--- config.mk ---
export PLATFORM = sky130hd
export DESIGN_NAME = wdt_core_top
export DESIGN_NICKNAME = d
export VERILOG_FILES = /design/src/core/wdt_pkg.sv /design/src/core/wdt_tick_counter.sv /design/src/core/wdt_core_top.sv
export VERILOG_INCLUDE_DIRS = /design/src /design/src/core
export SDC_FILE = /design/constraint.sdc
export NUM_CORES = 1
export LEC_CHECK = 0
export BUFFER_PORTS_ARGS = -buffer_cell sky130_fd_sc_hd__buf_2
export CORE_MARGIN = 2
export CORE_UTILIZATION = 30
export DETAILED_ROUTE_END_ITERATION = 10
export GPL_ROUTABILITY_DRIVEN = 1
export SETUP_SLACK_MARGIN = 0.05
export SLEW_MARGIN = 20
export SYNTH_ARGS = -nofsm -noshare
export SYNTH_HDL_FRONTEND = slang
export SYNTH_SLANG_ARGS = --single-unit
--- constraint.sdc ---
create_clock -name core_clk -period 3 [get_ports core_clk]
set_clock_uncertainty 0.15 [all_clocks]
set_input_delay 0.75 -clock core_clk [delete_from_list [all_inputs] [get_ports core_clk]]
set_output_delay 0.75 -clock core_clk [all_outputs]
set_load 0.01 [all_outputs]
--- src/core/wdt_map.svh ---
// Purpose: Register map, field positions, reset values and counts
// Assumes: Word-aligned classic Wishbone slave, 8-bit byte address
// Notes:   Definitions only
`ifndef WDT_MAP_SVH
`define WDT_MAP_SVH

////////////////////////////////////////////////////////////////////////////////
// Register index and byte addresses
`define WDT_CTRL_IDX   8'h21
`define WDT_CTRL_ADR   (`WDT_CTRL_IDX << 2)
`define WDT_STAT_ADR   8'h88
`define WDT_KICK_ADR   8'h8C

////////////////////////////////////////////////////////////////////////////////
// Control register fields
`define WDT_B_IRQF     7
`define WDT_B_IRQE     6
`define WDT_B_SEL3     5
`define WDT_B_UNLK     4
`define WDT_B_EN       3
// Status register field
`define WDT_B_FLAG     3

////////////////////////////////////////////////////////////////////////////////
// Reset values and counts
`define WDT_SEL_RST    4'h0
`define WDT_SEL_MAX    4'h9
`define WDT_BASE_CYC   21'h000800
`define WDT_UNLOCK_CYC 3'h4
`define WDT_RST_VEC    16'h0000

`endif

--- src/core/wdt_pkg.sv ---
// Purpose: Shared types of the watchdog
// Assumes: Nothing
// Notes:   Constants live in wdt_map.svh
package wdt_pkg;

  typedef logic [3:0] wdt_sel_t;

  typedef enum logic [2:0]
  {
    ACT_NONE = 3'h1,
    ACT_IRQ  = 3'h2,
    ACT_RST  = 3'h4
  } wdt_action_t;

endpackage

--- src/core/wdt_tick_counter.sv ---
// Purpose: Watchdog oscillator sampling and time-out counter
// Assumes: Oscillator much slower than core_clk
// Notes:   Counts rising edges of the oscillator
`timescale 1ns/10ps
`default_nettype none
`include "wdt_map.svh"

module wdt_tick_counter
  import wdt_pkg::*;
(
  // Clock and reset
  input  wire logic     core_clk,
  input  wire logic     arst_n,
  // Oscillator and control
  input  wire logic     oscIn,
  input  wire logic     clear,
  input  wire logic     run,
  input  wire wdt_sel_t sel,
  // Event
  output logic          expire
);

  logic        osc1Q;
  logic        osc2Q;
  logic        osc3Q;
  logic [19:0] cntQ;
  logic        expireQ;
  wire         tick;
  wire  [20:0] span;
  wire  [19:0] limit;
  wire         atLimit;

  ////////////////////////////////////////////////////////////////////////////
  // Two-stage synchroniser, edge taken only from the second stage
  always_ff @(posedge core_clk or negedge arst_n)
  begin
    if (!arst_n)
    begin
      osc1Q <= 1'h0;
      osc2Q <= 1'h0;
      osc3Q <= 1'h0;
    end
    else
    begin
      osc1Q <= oscIn;
      osc2Q <= osc1Q;
      osc3Q <= osc2Q;
    end
  end

  assign tick    = osc2Q & ~osc3Q;
  assign span    = `WDT_BASE_CYC << sel;
  assign limit   = 20'(span - 21'h000001);
  assign atLimit = (cntQ == limit);

  ////////////////////////////////////////////////////////////////////////////
  always_ff @(posedge core_clk or negedge arst_n)
  begin
    if (!arst_n)
    begin
      cntQ    <= 20'h00000;
      expireQ <= 1'h0;
    end
    else
    begin
      expireQ <= run & ~clear & tick & atLimit;
      if (clear || !run)
        cntQ <= 20'h00000;
      else if (tick)
        cntQ <= atLimit ? 20'h00000 : cntQ + 20'h00001;
    end
  end

  assign expire = expireQ;
endmodule
`default_nettype wire

--- src/core/wdt_core_top.sv ---
// Purpose: Watchdog enable, timed disable, time-out select and action
// Assumes: Classic Wishbone master, fuse strap steady around reset
// Notes:   Time-out pulses system reset or sets the interrupt flag
`timescale 1ns/10ps
`default_nettype none
`include "wdt_map.svh"

module wdt_core_top
  import wdt_pkg::*;
(
  // Clock and reset
  input  wire logic        core_clk,
  input  wire logic        arst_n,
  // Wishbone slave
  input  wire logic        wbCyc,
  input  wire logic        wbStb,
  input  wire logic        wbWe,
  input  wire logic [7:0]  wbAdr,
  input  wire logic [3:0]  wbSel,
  input  wire logic [31:0] wbDatI,
  output logic      [31:0] wbDatO,
  output logic             wbAck,
  // Oscillator and fuse
  input  wire logic        wdogOsc,
  input  wire logic        safetyFuseProg,
  // System side
  output logic             sysResetReq,
  output logic             timeoutIrq,
  output logic      [15:0] resetVector
);

  ////////////////////////////////////////////////////////////////////////////
  // State
  logic        ackQ;
  logic [31:0] datQ;
  logic        fuseTakenQ;
  logic        fuseL2Q;
  logic        enQ;
  logic        irqEnQ;
  logic        irqFlagQ;
  logic [2:0]  unlockCntQ;
  wdt_sel_t    selQ;
  logic        rstFlagQ;
  logic        sysRstQ;
  logic        irqOutQ;
  logic [15:0] vecQ;
  logic        expire;

  ////////////////////////////////////////////////////////////////////////////
  // Bus decode
  wire        reqValid = wbCyc & wbStb & ~ackQ;
  wire        wrStrobe = wbCyc & wbStb & wbWe & ackQ & wbSel[0];
  wire        hitCtrl  = (wbAdr == `WDT_CTRL_ADR);
  wire        hitStat  = (wbAdr == `WDT_STAT_ADR);
  wire        hitKick  = (wbAdr == `WDT_KICK_ADR);
  wire        ctrlWr   = wrStrobe & hitCtrl;
  wire        statWr   = wrStrobe & hitStat;
  wire        kickWr   = wrStrobe & hitKick;
  wire [7:0]  wd       = wbDatI[7:0];

  ////////////////////////////////////////////////////////////////////////////
  // Enable and unlock decisions
  wire        unlockOpen = (unlockCntQ != 3'h0);
  wire        wrUnlock   = ctrlWr & wd[`WDT_B_UNLK] & wd[`WDT_B_EN];
  wire        wrSetEn    = ctrlWr & wd[`WDT_B_EN];
  wire        wrClrEn    = ctrlWr & ~wd[`WDT_B_EN];
  // Flag forcing only matters at level one; level two is on anyway
  wire        enEff      = enQ | fuseL2Q | rstFlagQ;
  wire        clrAllowed = unlockOpen & ~fuseL2Q & ~rstFlagQ;

  // Select field is split across the control byte
  wire [3:0]  wdSel  = {wd[`WDT_B_SEL3], wd[2:0]};
  wire [3:0]  selNew = (wdSel > `WDT_SEL_MAX) ? `WDT_SEL_MAX : wdSel;
  wire        selWr  = ctrlWr & (~fuseL2Q | (unlockOpen & ~wd[`WDT_B_UNLK]));

  ////////////////////////////////////////////////////////////////////////////
  // Time-out action
  wdt_action_t act;
  assign act = irqEnQ ? ACT_IRQ : (enEff ? ACT_RST : ACT_NONE);

  wire        running = (act != ACT_NONE);
  wire        toIrq   = expire & (act == ACT_IRQ);
  wire        toRst   = expire & (act == ACT_RST);

  ////////////////////////////////////////////////////////////////////////////
  // Next values
  logic       enD;
  logic       irqEnD;
  logic       irqFlagD;
  logic       rstFlagD;
  logic [2:0] unlockCntD;

  always_comb
  begin
    enD = enQ;
    if (wrSetEn)
      enD = 1'h1;
    else if (wrClrEn && clrAllowed)
      enD = 1'h0;
  end

  always_comb
  begin
    irqEnD = irqEnQ;
    // Keeps reset protection: next time-out resets unless re-armed
    if (expire && act == ACT_IRQ && enEff)
      irqEnD = 1'h0;
    if (ctrlWr)
      irqEnD = wd[`WDT_B_IRQE];
  end

  always_comb
  begin
    irqFlagD = irqFlagQ;
    if (ctrlWr && wd[`WDT_B_IRQF])
      irqFlagD = 1'h0;
    if (toIrq)
      irqFlagD = 1'h1;
  end

  always_comb
  begin
    rstFlagD = rstFlagQ;
    if (statWr && !wd[`WDT_B_FLAG])
      rstFlagD = 1'h0;
    if (toRst)
      rstFlagD = 1'h1;
  end

  always_comb
  begin
    unlockCntD = unlockCntQ;
    if (wrUnlock)
      unlockCntD = `WDT_UNLOCK_CYC;
    else if (unlockOpen)
      unlockCntD = unlockCntQ - 3'h1;
  end

  ////////////////////////////////////////////////////////////////////////////
  // Read mux
  wire [7:0]  ctrlRd = {irqFlagQ, irqEnQ, selQ[3], unlockOpen,
                        enEff, selQ[2:0]};
  wire [7:0]  statRd = {4'h0, rstFlagQ, 3'h0};
  wire [7:0]  rdByte = hitCtrl ? ctrlRd : (hitStat ? statRd : 8'h00);

  ////////////////////////////////////////////////////////////////////////////
  // Bus slave: answer one cycle after the request, unmapped reads zero
  always_ff @(posedge core_clk or negedge arst_n)
  begin
    if (!arst_n)
    begin
      ackQ <= 1'h0;
      datQ <= 32'h00000000;
    end
    else
    begin
      ackQ <= reqValid;
      datQ <= reqValid ? {24'h000000, rdByte} : 32'h00000000;
    end
  end

  ////////////////////////////////////////////////////////////////////////////
  // Fuse strap caught once after reset release
  always_ff @(posedge core_clk or negedge arst_n)
  begin
    if (!arst_n)
    begin
      fuseTakenQ <= 1'h0;
      fuseL2Q    <= 1'h0;
    end
    else if (!fuseTakenQ)
    begin
      fuseTakenQ <= 1'h1;
      fuseL2Q    <= safetyFuseProg;
    end
  end

  ////////////////////////////////////////////////////////////////////////////
  // Control state
  always_ff @(posedge core_clk or negedge arst_n)
  begin
    if (!arst_n)
    begin
      enQ        <= 1'h0;
      irqEnQ     <= 1'h0;
      irqFlagQ   <= 1'h0;
      rstFlagQ   <= 1'h0;
      unlockCntQ <= 3'h0;
      selQ       <= `WDT_SEL_RST;
    end
    else
    begin
      enQ        <= enD;
      irqEnQ     <= irqEnD;
      irqFlagQ   <= irqFlagD;
      rstFlagQ   <= rstFlagD;
      unlockCntQ <= unlockCntD;
      if (selWr)
        selQ <= selNew;
    end
  end

  ////////////////////////////////////////////////////////////////////////////
  // Outputs
  always_ff @(posedge core_clk or negedge arst_n)
  begin
    if (!arst_n)
    begin
      sysRstQ <= 1'h0;
      irqOutQ <= 1'h0;
      vecQ    <= `WDT_RST_VEC;
    end
    else
    begin
      sysRstQ <= toRst;
      irqOutQ <= irqFlagD;
      vecQ    <= `WDT_RST_VEC;
    end
  end

  assign wbAck       = ackQ;
  assign wbDatO      = datQ;
  assign sysResetReq = sysRstQ;
  assign timeoutIrq  = irqOutQ;
  assign resetVector = vecQ;

  ////////////////////////////////////////////////////////////////////////////
  // Counter; a watchdog reset also restarts it like any chip reset
  wdt_tick_counter u_count
  (
    .core_clk (core_clk),
    .arst_n   (arst_n),
    .oscIn    (wdogOsc),
    .clear    (kickWr | sysRstQ),
    .run      (running),
    .sel      (selQ),
    .expire   (expire)
  );
endmodule
`default_nettype wire

After elaboration in Yosys (flattened, before gate mapping)
Cells that the tools add are included.

Flip-flop bits (word level): 47. Input bits: 51. Output and inout bits: 51.

$add $sub $neg: 3. Order comparisons: 1. Equality and inequality tests: 7. Shift operators: 1. Multiplexer cells: 19. Bitwise logic cells: 33. Reductions and logical operators: 15.

Operator list (number): 2-to-1 mux 20 bit (3); equality test 8 bit (second input constant) (3); AND 1 bit (22); adder 20 x 1 -> 20 bit (second input constant) (1); equality test 20 bit (1); << shifter 12 x 4 -> 20 bit (first input constant) (1); subtractor 20 x 1 -> 20 bit (second input constant) (1); 2-to-1 mux 8 bit (2); 2-to-1 mux 3 bit (4); nonzero test 2 bit (6); 2-to-1 mux 1 bit (8); 2-to-1 mux 4 bit (2); NOT 1 bit (7); logical AND 1 bit (5); greater-than comparator 4 bit (second input constant) (1); bitwise OR 1 bit (4); equality test 3 x 2 -> 1 bit (second input constant) (1); equality test 3 bit (second input constant) (1); inequality test 3 x 1 -> 1 bit (second input constant) (1); nonzero test 3 bit (1); subtractor 3 x 1 -> 3 bit (second input constant) (1); logical NOT 1 bit (2); logical OR 1 bit (1).

Longest topological paths before layout
Gate-level depths: netlist of run 1.

Word-level depth: 10. Mapped depth: 13. Depth with buffers taken out: 10.

Modules after synthesis
From an unflattened synthesis of run 1, not the netlist that was laid out.

Cell total of the unflattened synthesis: 308. Area, all modules: 2887.8 um2.

Modules (own cells, without submodules): wdt_tick_counter (times used 1, cells an instance 181, area each 1576.5 um2, sequential area each 600.6 um2); wdt_core_top (times used 1, cells an instance 127, area each 1311.3 um2, sequential area each 575.6 um2).

Worst setup path before layout of run 1
Ideal clock, no wire load.

Kind: register to register. Start point: register selQ[3]. End point: register u_count.cntQ[9]. Setup time: 0.076 ns. Arrival time: 2.678 ns. Required time: 2.774 ns. Setup slack: 0.096 ns. Cell stages (with the launch flop): 13. Buffers on the path: 3. Period minus slack after synthesis: 2.904 ns. Path through: dfrtp_1 buf_4 or4_1 ha_1 nor4b_2 a21oi_1 o32a_1 and4_1 a21oi_2 buf_6 buf_6 nand3b_1 o21ai_1.

Longest elaborated chain between the ends: 6.

Ends and longest elaborated chain: start: declaration (line wdt_core_top.sv:42) `wdt_sel_t selQ;`; start signal: assignment (line wdt_core_top.sv:189) `` selQ <= `WDT_SEL_RST; ``; start signal: assignment (line wdt_core_top.sv:199) `selQ <= selNew;`; << shifter 12 x 4 -> 20 bit (no source line); subtractor 20 x 1 -> 20 bit (line wdt_tick_counter.sv:53) `assign limit = 20'(span - 21'h000001);`; equality test 20 bit (line wdt_tick_counter.sv:54) `assign atLimit = (cntQ == limit);`; 2-to-1 mux 20 bit (line wdt_tick_counter.sv:70) `cntQ <= atLimit ? 20'h00000 : cntQ + 20'h00001;`; 2-to-1 mux 20 bit (line wdt_tick_counter.sv:69) `else if (tick)`; 2-to-1 mux 20 bit (line wdt_tick_counter.sv:67) `if (clear || !run)`; end signal: assignment (line wdt_tick_counter.sv:70); end: declaration (line wdt_tick_counter.sv:26) `logic [19:0] cntQ;`.

No other way between the ends. The select of a mux whose other input is x is not followed. A chain may end at the register's enable or synchronous reset.

Worst setup path in the final report of run 1
Start point: register selQ[0]. End point: register u_count.cntQ[14].

Same word-level chain as after synthesis.

==> key figures, run 1 <==
Logic synthesis
  – Ys Warns: 0
  – Netlist Area Pre-Place: 2828 µm²
  – Post-synth top flop: dfrtp_1
  – Post-synth EDFFs: 0
  – Fraction of registers with async set or reset after synthesis: 100.0%
  – Post-synthesis cell count: 311
  – Synth cell count leaders: dfrtp_1, buf_4, nand2_1
  – Largest cells by area after synthesis: dfrtp_1, buf_4, nand2_1
  – Yosys top cell by area: dfrtp_1
  – Most frequent cell after synthesis: dfrtp_1
  – Yosys cell types: 57
  – Yosys reg bits: 47
  – Seq/Total Area, Yosys: 41.59%
  – Post-synth top area share: 41.59%
  – Avg Cell Area, Syn: 9.092 µm²

Setup path
  – Worst R2R Setup Slack: 0.15 ns
  – CP required: 3.08 ns
  – CP arrival: 2.93 ns
  – Crit. End Element: register
  – Worst Setup Path Type: reg -> reg
  – Worst Setup Start Kind: register
  – Crit path launch: selQ[0]
  – Reg2reg start: selQ[0]
  – CP max FO: 4

STA
  – RSZ-0062 raised after global routing: true
  – Slew at the pin with the worst max-slew slack: 1.025 ns
  – Endpoints failing hold: 0
  – Setup Viol. Count Final: 0
  – Period Utilization, post-route: 95.02%
  – Final WS setup: 0.1493 ns
  – Setup TNS: 0 ns
  – Final slew viol count: 0
  – Slew margin rel.: 31.39%
  – Minimum clock period: 2.851 ns
  – Fmax: 0.3508 GHz

Routing
  – Total wire length: 5510 µm
  – Routed Antenna Nets: 0
  – Vias: 2218
  – Drt via density: 4.679
  – DRC errors left: 0
  – DRT Pass-1 Iters: 4
  – Routed WL per cell: 11.62 µm
  – Iteration-0 DRC Markers: 129

Die
  – IO Count: 102
  – Chip Width: 101.1 µm
  – Initial Util: 30.75%
  – Placeable core area: 9196 µm²
  – Die area: 10220 µm²
  – Die Y: 101.1 µm
  – Row count: 35

Global routing
  – Number of global-route vias before repair: 2063
  – Largest net degree at the start of global routing: 25
  – Initial antenna violation count: 0
  – First-pass GRT wire length: 9384 µm
  – Grt ovf: 0
  – GRT Total Usage: 11.41%

Layout
  – Register area: 1176 µm²
  – Fin nets: 417
  – Multi-input logic area: 1445 µm²
  – Layout cell share with drive strength beyond 1: 23.69%
  – Filler cells: 952
  – Area delta synth->final: 16.06%
  – Ant diodes: 0

Power
  – P per Cell Area: 471.0 nW/µm²
  – Pleak: 0.001529 µW
  – Max VDD drop: 0.1970 mV

Place
  – Port bufs: 34
  – HPWL after detailed placement: 4130 µm
  – Pre-CTS WS: 0.01124 ns
  – Routability cong.: 0.7751

Clocking
  – Worst-case clock buffer depth: 2
  – Clk sink count: 47
  – Clock slew at reported path FFs: 0.09 ns
  – TritonCTS clock tree: done
  – Clock latency on the worst-skew pair: 0.31 ns
  – CTS root buffer: clkbuf_8
  – Num CTS Buffers: 5
  – H-tree depth: 2

Hold path
  – Hold Path Origin: u_count.osc1Q
  – Hold Crit Class: reg -> reg

Status
  – Status: finished, final reports clean

Flow run
  – Max cap viols: 0
-- routing by layer --
layer	routed length [µm]	vias up	track usage, %
met4	75	0	4.366
met5	0	-	0
met2	2776	50	19.61
li1	-	1098	-
met3	224	8	2.150
met1	2433	1062	14.11
-- flip-flops by register name (all words and copies together) (netlist names) --
| register | count |
|---|---|
| enQ | 1 |
| fuseL2Q | 1 |
| fuseTakenQ | 1 |
| irqEnQ | 1 |
| rstFlagQ | 1 |
| selQ | 4 |
| sysResetReq | 1 |
| timeoutIrq | 1 |
| u_count.cntQ | 20 |
| u_count.expire | 1 |
| u_count.osc1Q | 1 |
| u_count.osc2Q | 1 |
| u_count.osc3Q | 1 |
| unlockCntQ | 3 |
| wbAck | 1 |
| wbDatO | 8 |
-- cells by family (layout without fill, tap and decap cells) --
logic type / after synthesis / after routing / synth area share (%)
mux: 3 / 3 / 1.150
fa+ha+maj: 4 / 4 / 1.770
buf+inv: 62 / 75 / 14.47
compound gates: 52 / 52 / 12.48
simple gates: 133 / 133 / 25.80
xor+xnor: 8 / 8 / 2.478
other cells: 2 / 41 / 0.2656
flops: 47 / 47 / 41.59
-- placed cells by master, fill, tap and decap left out, drive strengths merged, types with 13 or more instances in the layout --
| cell type | instances |
|---|---|
| buf | 53 |
| o21ai | 13 |
| a21oi | 14 |
| nand3 | 16 |
| nand2 | 29 |
| inv | 14 |
| nor2 | 27 |
| dfrtp | 47 |
| conb | 41 |
-- power breakdown --
| part | internal (µW) | switching, µW | leakage [µW] |
|---|---|---|---|
| registers | 688 | 48.3 | 0.000616 |
| logic | 106 | 140 | 0.000848 |
| clock network | 332 | 231 | 0.0000644 |
-- timing repair --
action | 4_1_cts | 5_1_grt
pin swaps | 1 | 8
setup endpoints to repair | 4 | 14
gates resized for setup | 2 | 13
hold buffers | 0 | 0
setup buffers | 0 | 5
-- area by class of cell --
cell class	instances	share of cell area, %
Clock buffer	5	2.097
Clock inverter	3	2.059
Inverter	14	1.601
Multi-Input combinational cell	241	44.03
Sequential cell	47	35.84
Tap cell	111	4.232
Timing Repair Buffer	53	10.14
-- per-stage QoR --
step,hold slack [ns],cell area [µm²],instances,utilization [%],total power (µW)
4_1_cts,0.2070,3191,469,34.69,1554
5_1_grt,0.2308,3282,474,35.69,1630
3_5_place_dp,0.1856,3044,461,33.10,988.4
3_3_place_gp,0.1837,3044,461,33.10,978.0
6_report,0.2033,3282,474,35.69,1546
2_1_floorplan,0.1812,2974,350,-,944.4
-- critical path: stages, from the launching register on --
cell and delay [ns]:
dfrtp_1 0.37, inv_2 0.04, or4_4 0.54, ha_4 0.20, nor4b_4 0.24, a21oi_1 0.06, o32a_1 0.37, and4_4 0.19
a21oi_4 0.22, buf_4 0.16, a21oi_1 0.06, o22ai_1 0.17
-- path summary, 6_finish.rpt --
path                                          to  depth (start not counted)
min in group asynchronous          unlockCntQ[0]                          1
worst min-delay path               u_count.osc2Q                          0
worst max register to register  u_count.cntQ[14]                         11
worst min register to register     u_count.osc2Q                          0
max in group asynchronous       u_count.cntQ[14]                          2
worst max-delay path            u_count.cntQ[14]                         11
(Power assumes the default switching activity.)
==> inputs of run 2 (changes only) <==
--- a/config.mk
+++ b/config.mk
@@ -7,7 +7,7 @@
 export NUM_CORES = 1
 export LEC_CHECK = 0
 export BUFFER_PORTS_ARGS = -buffer_cell sky130_fd_sc_hd__buf_2
-export CORE_MARGIN = 2
+export CORE_MARGIN = 4
 export CORE_UTILIZATION = 30
 export DETAILED_ROUTE_END_ITERATION = 10
 export GPL_ROUTABILITY_DRIVEN = 1
==> key figures, run 2 (synthesis results as in run 1) <==
Status
  – Status: finished, final reports clean

Layout
  – Filler cells: 962
  – Fin util: 34.59%
  – Fin nets: 413
  – Commonest non-fill, non-tap cell in the layout: dfrtp_1
  – Max reg flops: 20
  – Layout cell share with drive strength beyond 1: 22.01%
  – Largest reg by FF count: u_count.cntQ
  – Area delta synth->final: 12.48%
  – Finished Layout Cells: 470
  – Most frequent cells in the layout: dfrtp_1, conb_1, buf_2
  – Ant diodes: 0

Place
  – Routability cong.: 0.7450
  – Placed insts: 460
  – HPWL after detailed placement: 4244 µm
  – Port bufs: 34

Flow run
  – Max cap viols: 0

Routing
  – Routed Antenna Nets: 0
  – Iteration-0 DRC Markers: 110
  – Drt via density: 4.702
  – Vias: 2210
  – DRT Pass-1 Iters: 4
  – Total wire length: 5728 µm
  – DRC errors left: 0
  – Routed WL per cell: 12.19 µm

Power
  – Seq pwr share: 53.2%
  – Switching share of power: 29.89%
  – Pleak: 0.001487 µW
  – Pint: 971.1 µW
  – Clk network pwr share: 30.1%
  – Max VDD drop: 0.1841 mV
  – P per Cell Area: 435.5 nW/µm²
  – Switching power total: 413.9 µW
  – Logic pwr share: 16.7%

Setup path
  – Worst R2R Setup Slack: 0.22 ns
  – CP cell instances: or4_1 -> ha_2 -> nor4b_4 -> a21oi_1 -> o32a_1 -> and4_4 -> a21oi_4 -> buf_4 -> a21oi_1 -> o21ai_1
  – CP max FO: 8
  – Max incr delay on CP: 0.53 ns
  – Crit path max-delay cell type: or4_1
  – Cell mode on critical path: a21oi_1
  – Worst Setup Start Kind: register
  – Crit. End Element: register
  – Worst Setup Path Type: reg -> reg
  – CP arrival: 2.85 ns
  – CP required: 3.08 ns

Clocking
  – CTS root buffer: clkbuf_8
  – Hold buffers post-CTS: 0
  – H-tree depth: 2
  – Clock slew at reported path FFs: 0.09 ns
  – Clock latency on the worst-skew pair: 0.30 ns
  – Worst-case clock buffer depth: 2
  – Num CTS Buffers: 5
  – TritonCTS clock tree: done
  – Clk sink count: 47

STA
  – Setup TNS: 0 ns
  – Period Utilization, post-route: 92.57%
  – Minimum clock period: 2.777 ns
  – Setup Viol. Count Final: 0
  – Endpoints failing hold: 0
  – Slew at the pin with the worst max-slew slack: 0.9947 ns
  – Final slew viol count: 0
  – Fmax: 0.3601 GHz
  – Slew margin rel.: 33.44%
  – RSZ-0062 raised after global routing: false

Die
  – Placeable core area: 9196 µm²
  – Initial Util: 30.75%
  – Chip Width: 105.1 µm
  – IO Count: 102
  – Die area: 11040 µm²
  – Die Y: 105.1 µm
  – Row count: 35

Global routing
  – Number of global-route vias before repair: 2098
  – GRT Total Usage: 10.31%
  – First-pass GRT wire length: 9556 µm
  – Grt ovf: 0
  – Initial antenna violation count: 0
  – Largest net degree at the start of global routing: 48

Hold path
  – Hold Crit Class: reg -> reg
[run 2: stage by stage]
step	setup slack [ns]	hold slack [ns]	total power [µW]	instance area [µm²]
after detailed placement	0.1125	0.1894	975.7	3024
after CTS	0.05820	0.2105	1397	3123
final	0.2229	0.2095	1385	3181
after global routing	0.04451	0.2290	1470	3181
after global placement	0.1220	0.1839	966.4	3024
after floorplan	0.09552	0.1812	944.4	2974
[run 2: final timing paths]
check                         startpoint  cells after the start          endpoint
setup / recovery                 selQ[3]                     10  u_count.cntQ[11]
hold / removal             u_count.osc1Q                      0     u_count.osc2Q
setup reg to reg                 selQ[3]                     10  u_count.cntQ[11]
hold reg to reg            u_count.osc1Q                      0     u_count.osc2Q
max in group asynchronous         arst_n                      2  u_count.cntQ[18]
min in group asynchronous         arst_n                      2     unlockCntQ[0]
[run 2: final cells by class]
type	instances	area, µm²	share of cell area (%)
Clock inverter	2	16.27	0.5114
Tap cell	111	138.9	4.367
Clock buffer	6	82.58	2.596
Multi-Input combinational cell	241	1428	44.89
Timing Repair Buffer	49	286.5	9.009
Sequential cell	47	1176	36.98
Inverter	14	52.55	1.652
[run 2: metal layers]
metal	part of all wire, %	up-vias	wire length, µm	track usage (%)
met5	0	-	0	0
met4	1.1	0	64	2.812
met3	4.4	7	250	2.471
met2	50	45	2883	18.06
met1	44	1064	2530	12.61
li1	-	1094	-	-
[run 2: repair_timing]
action	4_1_cts	5_1_grt
gates resized for setup	0	9
buffers inserted	0	2
setup endpoints to repair	0	15
[run 2: power by group through the flow]
stage	sequential, µW	combinational [µW]	clock, µW
3_3_place_gp	745	222	0
3_5_place_dp	748	228	0
5_1_grt	746	269	456
6_report	737	231	417
2_1_floorplan	736	208	0
4_1_cts	736	230	431
[run 2: critical path, delay by kind of cell, from the launching register on]
family          cells  cell delay (ns)
simple gates        3             0.96
compound gates      5             0.81
flops               1             0.38
fa+ha+maj           1             0.21
buf+inv             1             0.19
